[config.mk]
export PLATFORM = sky130hd
export DESIGN_NAME = uirq_top
export DESIGN_NICKNAME = d
export VERILOG_FILES = /design/src/uirq_pkg.sv /design/src/uirq_wake.sv /design/src/uirq_avalon.sv /design/src/uirq_top.sv
export SDC_FILE = /design/constraint.sdc
export NUM_CORES = 1
export LEC_CHECK = 0
export ABC_AREA = 0
export BUFFER_PORTS_ARGS = -buffer_cell sky130_fd_sc_hd__buf_2
export CAP_MARGIN = 40
export CORE_MARGIN = 10
export CORE_UTILIZATION = 30
export CTS_CLUSTER_SIZE = 20
export DETAILED_ROUTE_END_ITERATION = 12
export PLACE_DENSITY_LB_ADDON = 0.12
export SLEW_MARGIN = 20
export SYNTH_ARGS = -nofsm -noshare
export SYNTH_HDL_FRONTEND = slang
export SYNTH_SLANG_ARGS = --single-unit
[constraint.sdc]
create_clock -name clk_sys -period 2.25 [get_ports clk_sys]
set_input_delay 0.5625 -clock clk_sys [delete_from_list [all_inputs] [get_ports clk_sys]]
set_output_delay 0.5625 -clock clk_sys [all_outputs]
set_load 0.1 [all_outputs]
[src/uirq_pkg.sv]
// Package: register map, field positions and types for the UART interrupt and wake block
package uirq_pkg;
  // Register byte offsets
  localparam logic [3:0] UIRQ_OFS_STATUS  = 4'h0;
  localparam logic [3:0] UIRQ_OFS_CTRL1   = 4'h4;
  localparam logic [3:0] UIRQ_OFS_CTRL2   = 4'h8;
  localparam logic [3:0] UIRQ_OFS_SYSCTL  = 4'hC;
  // Control-two field positions
  localparam int UIRQ_C2_TEIE  = 0;
  localparam int UIRQ_C2_TIIE  = 1;
  localparam int UIRQ_C2_RIE   = 2;
  localparam int UIRQ_C2_WAKE  = 3;
  localparam int UIRQ_C2_ADDR_DETECT_ENABLE = 4;
  localparam int UIRQ_C2_RECEIVER_ENABLE  = 5;
  // Control-one field positions
  localparam int UIRQ_C1_UEN   = 0;
  localparam int UIRQ_C1_NINTH = 1;
  localparam int UIRQ_C1_PAR   = 2;
  // System control field positions
  localparam int UIRQ_SC_GIE   = 0;
  localparam int UIRQ_SC_SIE   = 1;
  localparam int UIRQ_SC_PEND  = 2;
  localparam int UIRQ_SC_AWAKE = 3;
  localparam logic [7:0] UIRQ_CTRL_RESET = 8'h00;
  // Post-wake start-up time and its cycle count at 125 MHz
  localparam int UIRQ_CLK_MHZ     = 125;
  localparam int UIRQ_STARTUP_US  = 16;
  localparam int UIRQ_STARTUP_CYC = UIRQ_STARTUP_US * UIRQ_CLK_MHZ;
  localparam logic [7:0] UIRQ_NINTH_MASK = 8'h80;
  // Per-event strobes from the serial core
  typedef struct packed {
    logic txEmpty;
    logic txIdle;
    logic rxLoad;
    logic overrun;
    logic addrDetect;
  } uirq_evt_t;
  typedef struct packed {
    logic       ninth;
    logic [7:0] data;
  } uirq_word_t;
endpackage

[src/uirq_wake.sv]
// Rx pin wake detector and post-wake start-up timer
`timescale 1ns/100ps
module uirq_wake
  import uirq_pkg::*;
#(
  parameter int STARTUP_CYC = UIRQ_STARTUP_CYC
)(
  // Clock and reset
  input  wire logic clk_sys,
  input  wire logic reset_n,
  // Controls
  input  wire logic armed,
  input  wire logic lowPower,
  input  wire logic rxPin,
  // Status
  output logic      wakeReq,
  output logic      startup,
  output logic      wakeDone
);
  logic        rxLast;
  logic [15:0] count;
  wire         fallEdge = rxLast & ~rxPin;
  wire         countEnd = (count == 16'(STARTUP_CYC - 1));

  always_ff @(posedge clk_sys or negedge reset_n)
  begin
    if (!reset_n)
    begin
      rxLast   <= 1'b1;
      wakeReq  <= 1'b0;
      startup  <= 1'b0;
      count    <= '0;
      wakeDone <= 1'b0;
    end
    else
    begin
      rxLast   <= rxPin;
      wakeDone <= 1'b0;
      if (lowPower && armed && fallEdge && !startup)
      begin
        wakeReq <= 1'b1;
        startup <= 1'b1;
        count   <= '0;
      end
      else if (startup)
      begin
        wakeReq <= 1'b0;
        if (countEnd)
        begin
          startup  <= 1'b0;
          wakeDone <= 1'b1;
        end
        else
          count <= count + 16'h0001;
      end
    end
  end
endmodule

[src/uirq_avalon.sv]
// Avalon-MM slave register file for control and status
`timescale 1ns/100ps
module uirq_avalon
  import uirq_pkg::*;
(
  // Clock and reset
  input  wire logic        clk_sys,
  input  wire logic        reset_n,
  // Avalon-MM
  input  wire logic [3:0]  address,
  input  wire logic        read,
  input  wire logic        write,
  input  wire logic [31:0] writedata,
  output logic [31:0]      readdata,
  output logic             waitrequest,
  // Register contents
  output logic [7:0]       ctrlOne,
  output logic [7:0]       ctrlTwo,
  output logic [1:0]       sysCtl,
  input  wire logic [7:0]  statusIn,
  input  wire logic [1:0]  sysStat,
  output logic             statusRead
);
  logic done;
  wire  req     = (read | write) & ~done;
  // Writes land on the edge where waitrequest is seen low, as the master expects
  wire  accept  = (read | write) & done;
  wire  hitStat = (address == UIRQ_OFS_STATUS);
  wire  hitC1   = (address == UIRQ_OFS_CTRL1);
  wire  hitC2   = (address == UIRQ_OFS_CTRL2);
  wire  hitSys  = (address == UIRQ_OFS_SYSCTL);
  wire [31:0] next_readdata =
    hitStat ? {24'h000000, statusIn} :
    hitC1   ? {24'h000000, ctrlOne} :
    hitC2   ? {24'h000000, ctrlTwo} :
    hitSys  ? {28'h0000000, sysStat, sysCtl} : 32'h00000000;

  assign waitrequest = (read | write) & ~done;

  always_ff @(posedge clk_sys or negedge reset_n)
  begin
    if (!reset_n)
    begin
      done       <= 1'b0;
      readdata   <= '0;
      ctrlOne    <= UIRQ_CTRL_RESET;
      ctrlTwo    <= UIRQ_CTRL_RESET;
      sysCtl     <= 2'h0;
      statusRead <= 1'b0;
    end
    else
    begin
      done       <= req;
      statusRead <= req & read & hitStat;
      if (req & read)
        readdata <= next_readdata;
      if (accept & write & hitC1)
        ctrlOne <= writedata[7:0];
      if (accept & write & hitC2)
        ctrlTwo <= writedata[7:0];
      if (accept & write & hitSys)
        sysCtl <= writedata[1:0];
    end
  end
endmodule

[src/uirq_top.sv]
// UART interrupt merge, address detect and rx wake-up top
`timescale 1ns/100ps
module uirq_top
  import uirq_pkg::*;
#(
  parameter int STARTUP_CYC = UIRQ_STARTUP_CYC
)(
  // Clock and reset
  input  wire logic        clk_sys,
  input  wire logic        reset_n,
  // Avalon-MM
  input  wire logic [3:0]  address,
  input  wire logic        read,
  input  wire logic        write,
  input  wire logic [31:0] writedata,
  output logic [31:0]      readdata,
  output logic             waitrequest,
  // Serial core events and state
  input  wire uirq_evt_t   events,
  input  wire uirq_word_t  rxWord,
  input  wire logic        rxBufEmpty,
  input  wire logic        rxBufRead,
  input  wire logic        txEmptyLvl,
  input  wire logic        txIdleLvl,
  input  wire logic        clockStopped,
  input  wire logic        lowPower,
  input  wire logic        stackFull,
  input  wire logic        rxPin,
  // Outputs
  output logic             irq_n,
  output logic             wakeOut,
  output logic             serialRun,
  output logic             rxGate
);
  logic [7:0] ctrlOne;
  logic [7:0] ctrlTwo;
  logic [1:0] sysCtl;
  logic       statusRead;
  logic       wakeReq;
  logic       startup;
  logic       wakeDone;
  logic       wakePend;
  logic       rxAvail;
  logic       overrunFlag;
  logic       armedAtEntry;
  logic       lowPowerLast;
  logic       statusSeen;
  logic       anyReqLast;

  wire uEn    = ctrlOne[UIRQ_C1_UEN];
  wire nineB  = ctrlOne[UIRQ_C1_NINTH];
  wire teie   = ctrlTwo[UIRQ_C2_TEIE];
  wire tiie   = ctrlTwo[UIRQ_C2_TIIE];
  wire receive_irq_enable    = ctrlTwo[UIRQ_C2_RIE];
  wire wakeEn = ctrlTwo[UIRQ_C2_WAKE];
  wire addr_detect_enable  = ctrlTwo[UIRQ_C2_ADDR_DETECT_ENABLE];
  wire receiver_enable   = ctrlTwo[UIRQ_C2_RECEIVER_ENABLE];
  wire gie    = sysCtl[UIRQ_SC_GIE];
  wire sie    = sysCtl[UIRQ_SC_SIE];

  wire topBit = nineB ? rxWord.ninth : |(rxWord.data & UIRQ_NINTH_MASK);
  wire rxLoadOk = events.rxLoad & ~startup & ~clockStopped;
  wire armNow = wakeEn & uEn & receiver_enable & receive_irq_enable;

  wire srcTxE = teie & events.txEmpty;
  wire srcTxI = tiie & events.txIdle;
  wire srcRx  = receive_irq_enable & rxLoadOk & (~addr_detect_enable | topBit);
  wire srcOvr = receive_irq_enable & events.overrun & ~startup;
  wire srcAdr = addr_detect_enable & events.addrDetect & ~startup;
  wire srcWk  = wakeDone & wakePend & receive_irq_enable;
  wire anyReq = srcTxE | srcTxI | srcRx | srcOvr | srcAdr | srcWk;
  wire gated = anyReq & sie;
  wire next_vector = gated & gie & ~stackFull & ~clockStopped;

  wire [7:0] statusIn = {3'h0, startup, txIdleLvl, txEmptyLvl, overrunFlag, rxAvail};
  wire [1:0] sysStat  = {startup, wakePend};

  uirq_avalon u_regs (
    .clk_sys     (clk_sys),
    .reset_n     (reset_n),
    .address     (address),
    .read        (read),
    .write       (write),
    .writedata   (writedata),
    .readdata    (readdata),
    .waitrequest (waitrequest),
    .ctrlOne     (ctrlOne),
    .ctrlTwo     (ctrlTwo),
    .sysCtl      (sysCtl),
    .statusIn    (statusIn),
    .sysStat     (sysStat),
    .statusRead  (statusRead)
  );

  uirq_wake #(
    .STARTUP_CYC (STARTUP_CYC)
  ) u_wake (
    .clk_sys  (clk_sys),
    .reset_n  (reset_n),
    .armed    (armedAtEntry),
    .lowPower (lowPower),
    .rxPin    (rxPin),
    .wakeReq  (wakeReq),
    .startup  (startup),
    .wakeDone (wakeDone)
  );

  always_ff @(posedge clk_sys or negedge reset_n)
  begin
    if (!reset_n)
    begin
      lowPowerLast <= 1'b0;
      armedAtEntry <= 1'b0;
      wakePend     <= 1'b0;
      wakeOut      <= 1'b0;
      serialRun    <= 1'b0;
      rxGate       <= 1'b0;
    end
    else
    begin
      lowPowerLast <= lowPower;
      if (lowPower & ~lowPowerLast)
        armedAtEntry <= armNow;
      else if (~lowPower)
        armedAtEntry <= 1'b0;
      if (wakeReq)
        wakePend <= gie & sie;
      else if (wakeDone)
        wakePend <= 1'b0;
      wakeOut <= wakeReq;
      serialRun <= uEn & ~clockStopped;
      rxGate    <= uEn & receiver_enable & ~clockStopped & ~startup;
    end
  end

  // overrun flag cleared only by status access then buffer read; rxAvail follows rxBufEmpty inverted
  always_ff @(posedge clk_sys or negedge reset_n)
  begin
    if (!reset_n)
    begin
      rxAvail     <= 1'b0;
      overrunFlag <= 1'b0;
      statusSeen  <= 1'b0;
    end
    else
    begin
      rxAvail <= ~rxBufEmpty;
      if (statusRead)
        statusSeen <= 1'b1;
      else if (rxBufRead)
        statusSeen <= 1'b0;
      // Set wins over a clear in the same cycle
      if (events.overrun)
        overrunFlag <= 1'b1;
      else if (statusSeen & rxBufRead)
        overrunFlag <= 1'b0;
    end
  end

  always_ff @(posedge clk_sys or negedge reset_n)
  begin
    if (!reset_n)
    begin
      anyReqLast  <= 1'b0;
      irq_n       <= 1'b1;
    end
    else
    begin
      anyReqLast  <= next_vector;
      irq_n       <= ~(next_vector & ~anyReqLast);
    end
  end

  // registers hold across low power
  // Only armedAtEntry and lowPowerLast above are loaded or cleared by lowPower, so register contents survive idle and sleep
endmodule

* Word-level counts from Yosys, hierarchy flattened
Cells that the tools add are included.
** Cells by class
- Add/subtract/negate cells :: 1
- Equal/unequal tests :: 6
- Muxes and demuxes :: 24
- Bitwise logic cells :: 53
- Reductions and logical operators :: 10
** Operators by type and width (number)
- $mux W32 :: 3
- $mux W16 :: 3
- $and A1 B1 Y1 :: 36
- $mux W1 :: 17
- $add A16 B1 Y16 const B :: 1
- $eq A16 B11 Y1 const B :: 1
- $not A1 Y1 :: 10
- $eq A4 B4 Y1 const B :: 2
- $reduce_bool A2 Y1 :: 4
- $or A1 B1 Y1 :: 7
- $eq A4 B3 Y1 const B :: 1
- $logic_not A4 Y1 :: 1
- $mux W4 :: 1
- $logic_and A1 B1 Y1 :: 3
- $ne A2 B1 Y1 const B :: 1
- $ne A2 B2 Y1 const B :: 1
- $reduce_and A2 Y1 :: 1
- $logic_not A1 Y1 :: 1
** Word-level totals
- Flip-flop bits (word level) :: 83
- Input bits :: 62
- Output and inout bits :: 37
- Word-level logic and storage cells :: 116

* Longest topological paths before layout
- Word-level depth :: 15
- Depth in mapped cells :: 6
- Mapped depth without buffers :: 5

* Hierarchy
A second synthesis with hierarchy kept.
** Unflattened totals
- Cells, all modules :: 279
- Area, all modules :: 3088.0 µm²
** By module, submodules not included
- uirq_avalon :: times used 1, cells an instance 114, area each 1446.4 µm², sequential area each 700.7 µm²
- uirq_wake :: times used 1, cells an instance 126, area each 1198.6 µm², sequential area each 501.7 µm²
- uirq_top :: times used 1, cells an instance 39, area each 442.9 µm², sequential area each 276.5 µm²

* Least setup slack after synthesis
No wires, ideal clock.
- Path type :: input to output
- From :: input write
- To :: output waitrequest
- Arrival :: 1874 ps
- Required time :: 1688 ps
- Setup slack :: -187 ps
- Cell stages on the path :: 2
- Path buffers :: 0
- Path through :: nor2_1 > nor2_1
** On the way
- Word-level cells in the longest chain between the ends :: 2
** Ends and longest elaborated chain
- start: declaration :: line uirq_top.sv:14 : input wire logic write,
- $or A1 B1 Y1 :: line uirq_avalon.sv:38 : assign waitrequest = (read | write) & ~done;
- $and A1 B1 Y1 :: line uirq_avalon.sv:38
- end: declaration :: line uirq_top.sv:17 : output logic waitrequest,
Every way passes these cells.

* Worst setup path after layout
- From :: register u_wake.count[0]
- To :: register u_wake.count[12]
** On the way
- Word-level cells in the longest chain between the ends :: 4
- Elaborated cells on any way between the ends :: 7
- Those cells by class :: 1 x add/sub; 2 x eq/ne; 3 x mux; 1 x reduce/logical
** Ends and longest elaborated chain
- start: declaration :: line uirq_wake.sv:21 : logic [15:0] count;
- start signal: assignment :: line uirq_wake.sv:54 : count <= count + 16'h0001;
- $add A16 B1 Y16 :: line uirq_wake.sv:54
- $mux W16 :: line uirq_wake.sv:48 : if (countEnd)
- $mux W16 :: line uirq_wake.sv:45 : else if (startup)
- $mux W16 :: line uirq_wake.sv:39 : if (lowPower && armed && fallEdge && !startup)
Parallel ways exist; a longest one is shown, timed or not. The select of a mux whose other input is x is not followed.
A chain may end at the register's enable or synchronous reset.

==> impl_metrics.env <==
export IMPL_status="complete, no violations"
export IMPL_tns_ns=0
export IMPL_grt_pass1_vias=2146
export IMPL_grt_pass1_wl_um=12000
export IMPL_grt_max_degree=39
export IMPL_layout_common_cells="dfrtp_1 (57), buf_2 (43), conb_1 (24)"
export IMPL_stdcell_count=442
export IMPL_final_antenna_net_count=0
export IMPL_fin_util_pct=36.2
export IMPL_mostFrequentLayoutCell="dfrtp_1"
export IMPL_vias_per_cell=4.66
export IMPL_r2r_cells=5
export IMPL_area_growth_pct=16.8
export IMPL_start_kind="flop"
export IMPL_synth_flop_cell="dfrtp_1"
export IMPL_clk_latency_ns=0.33
export IMPL_synth_area_top_cells="dfrtp_1 (49%), mux2_2 (7.0%), buf_4 (6.2%), o21ai_0 (3.6%), mux4_2 (3.1%)"
export IMPL_r2r_start="u_wake.count[0]"
export IMPL_cp_max_fo=7
export IMPL_slowest_delay_ns=0.44
export IMPL_max_cap_violations=0
export IMPL_crit_slowest_cell="or4_1"
export IMPL_dp_cells=426
export IMPL_cts_tree="yes"
export IMPL_die_w_um=118
export IMPL_grt_antenna_before_repair=0
export IMPL_fin_skew_ns=0.0111
export IMPL_final_nets=371
export IMPL_cts_buffer_depth=2
export IMPL_die_h_um=118
export IMPL_h_tree_depth=3
export IMPL_cts_root_buf="clkbuf_8"
export IMPL_initial_core_util_pct=31.0
export IMPL_setup_violations=0
export IMPL_drt_iter0_markers=99
export IMPL_max_freq_mhz=522
export IMPL_min_period_over_period_pct=85.2
export IMPL_end_kind="flop"
export IMPL_post_route_min_period_ns=1.92
export IMPL_worstPathRequired_ns=2.51
export IMPL_placed_cell_area_um2=3170
export IMPL_cts_resized=0
export IMPL_path_buf_inv=0
export IMPL_drc_errors=0
export IMPL_reg2reg_to="u_wake.count[12]"
export IMPL_worst_pin_slew_ns=0.554
export IMPL_yosysSeqAreaShare_pct=51.2
export IMPL_rrSetupSlack_ns=0.33
export IMPL_yosys_warnings=0
export IMPL_cp_cell_sequence="ha_1 -> and3_1 -> nand3_1 -> or4_1 -> a21oi_1"
export IMPL_report_final_hold_viol_count=0
export IMPL_post_cts_buffers=0
export IMPL_holdBufCountCts=0
export IMPL_synthArstFlopShare_pct=100
export IMPL_clk_pin_slew_ns=0.07
export IMPL_holdCritPathClass="in2async"
export IMPL_coreArea_um2=9330
export IMPL_slew_violations=0
export IMPL_rows=35
export IMPL_p_leak_nw=1.55
export IMPL_port_buffers=43
export IMPL_ys_types=48
export IMPL_ios=99
export IMPL_yosysTopAreaCellShare_pct=49.4
export IMPL_vias=2060
export IMPL_syn_cell_area_um2=2890
export IMPL_drtPass1Iterations=4
export IMPL_critical_path_arrival_ns=2.17
export IMPL_yosysTopAreaCell="dfrtp_1"
export IMPL_total_power_w=0.00288
export IMPL_drive_gt1_share_pct=29.7
export IMPL_crit_type="reg2reg"
export IMPL_avgSynthCellArea_um2=11.1
export IMPL_gp_congestion=0.765
export IMPL_final_cell_area_um2=3380
export IMPL_relSlewSlack_pct=63.0
export IMPL_irDropWorstVdd_mv=0.274
export IMPL_synth_enable_flop_cells=0
export IMPL_ys_ff_latch=59
export IMPL_dp_hpwl_um=5250
export IMPL_die_area_um2=14000
export IMPL_cpLargestDelayFamily="simple AND/OR/NAND/NOR gates"
export IMPL_clock_sinks=59
export IMPL_wl_per_cell_um=16.2
export IMPL_synth_cells=261
export IMPL_numCtsBuffers=9
export IMPL_grt_overflow=0
export IMPL_wl_um=7150
export IMPL_p_per_area_nw_per_um2=854
export IMPL_diodes=0
export IMPL_rsz0062_at_grt="false"
export IMPL_grt_util_all_layers_pct=10.4
-- worst reg2reg max path: stages (launching register included) --
cell and delay [ns]:
dfrtp_1 0.42, ha_1 0.25, and3_1 0.35, nand3_1 0.23, or4_1 0.44, a21oi_1 0.16
-- logic make-up after synthesis --
family,Yosys count,synth area share [%]
simple gates,75,14.2
buf+inv,42,9.26
compound gates,57,13.3
fa+ha+maj,1,0.433
mux,25,11.2
xor+xnor,1,0.303
other cells,1,0.130
flops,59,51.2
-- area by class of cell --
type / instances / area, um2
clock buffers: 11 / 131
clock inverters: 5 / 77.6
fillers: 958 / 5950
inverters: 6 / 22.5
multi-input cells: 183 / 1230
flip-flops and latches: 59 / 1480
well taps: 129 / 161
repair buffers: 49 / 273
-- cell usage after synthesis, drive strengths merged (2+ instances only) --
cell type and instances:
dfrtp 57, buf 30, o21ai 21, mux2 18, nand2 17, nor2 11
nand3 9, a21oi 8, nand4 7, clkbuf 6, inv 6, a22o 5
a22oi 5, and3 4, and4 4, mux4 4, nor3 4, o31ai 4
a31oi 3, mux2i 3, nand2b 3, nor2b 3, a21o 2, a41oi 2
and2 2, dfstp 2, or2 2, or3 2, or4 2
-- layer usage --
layer / track usage [%] / routed length [um] / up-vias
li1: - / - / 1000
met3: 4.33 / 503 / 6
met5: 0 / 0 / -
met4: 2.70 / 68 / 0
met1: 13.6 / 3410 / 987
met2: 15.5 / 3160 / 67
-- stage by stage --
| stage | hold slack (ns) | setup slack [ns] |
|---|---|---|
| after floorplan | 0.267 | 0.300 |
| after global placement | 0.412 | 0.297 |
| after detailed placement | 0.412 | 0.334 |
| after CTS | 0.207 | 0.358 |
| after global routing | 0.231 | 0.235 |
| final | 0.209 | 0.333 |
-- sequential cells by signal, indices dropped and copies added (netlist names) --
| signal | count |
|---|---|
| u_wake.wakeReq | 1 |
| u_regs.done | 1 |
| u_regs.ctrlOne | 8 |
| armedAtEntry | 1 |
| u_regs.statusRead | 1 |
| lowPowerLast | 1 |
| rxGate | 1 |
| serialRun | 1 |
| u_wake.rxLast | 1 |
| u_regs.sysCtl | 2 |
| wakeOut | 1 |
| irq_n | 1 |
| u_wake.wakeDone | 1 |
| wakePend | 1 |
| u_regs.readdata | 8 |
| statusSeen | 1 |
| u_wake.startup | 1 |
| overrunFlag | 1 |
| u_regs.ctrlTwo | 8 |
| rxAvail | 1 |
| u_wake.count | 16 |
| anyReqLast | 1 |
-- where the power goes --
group / switching [W] / internal (W) / total, W
sequential: 0.0000840 / 0.00116 / 0.00125
clock: 0.000433 / 0.000621 / 0.00105
combinational: 0.000427 / 0.000155 / 0.000582
total: 0.000944 / 0.00194 / 0.00288
-- how the worst max path moves through the flow --
| stage | from | endpoint | cells after the start |
|---|---|---|---|
| floorplan | write | waitrequest | 2 |
| global placement | rxPin | u_wake.count[12] | 5 |
| detailed placement | rxPin | u_wake.count[14] | 5 |
| CTS | u_wake.count[0] | u_wake.count[12] | 5 |
| global route | u_wake.count[0] | u_wake.count[12] | 5 |
| finish | u_wake.count[0] | u_wake.count[12] | 5 |
(Power assumes the default switching activity.)
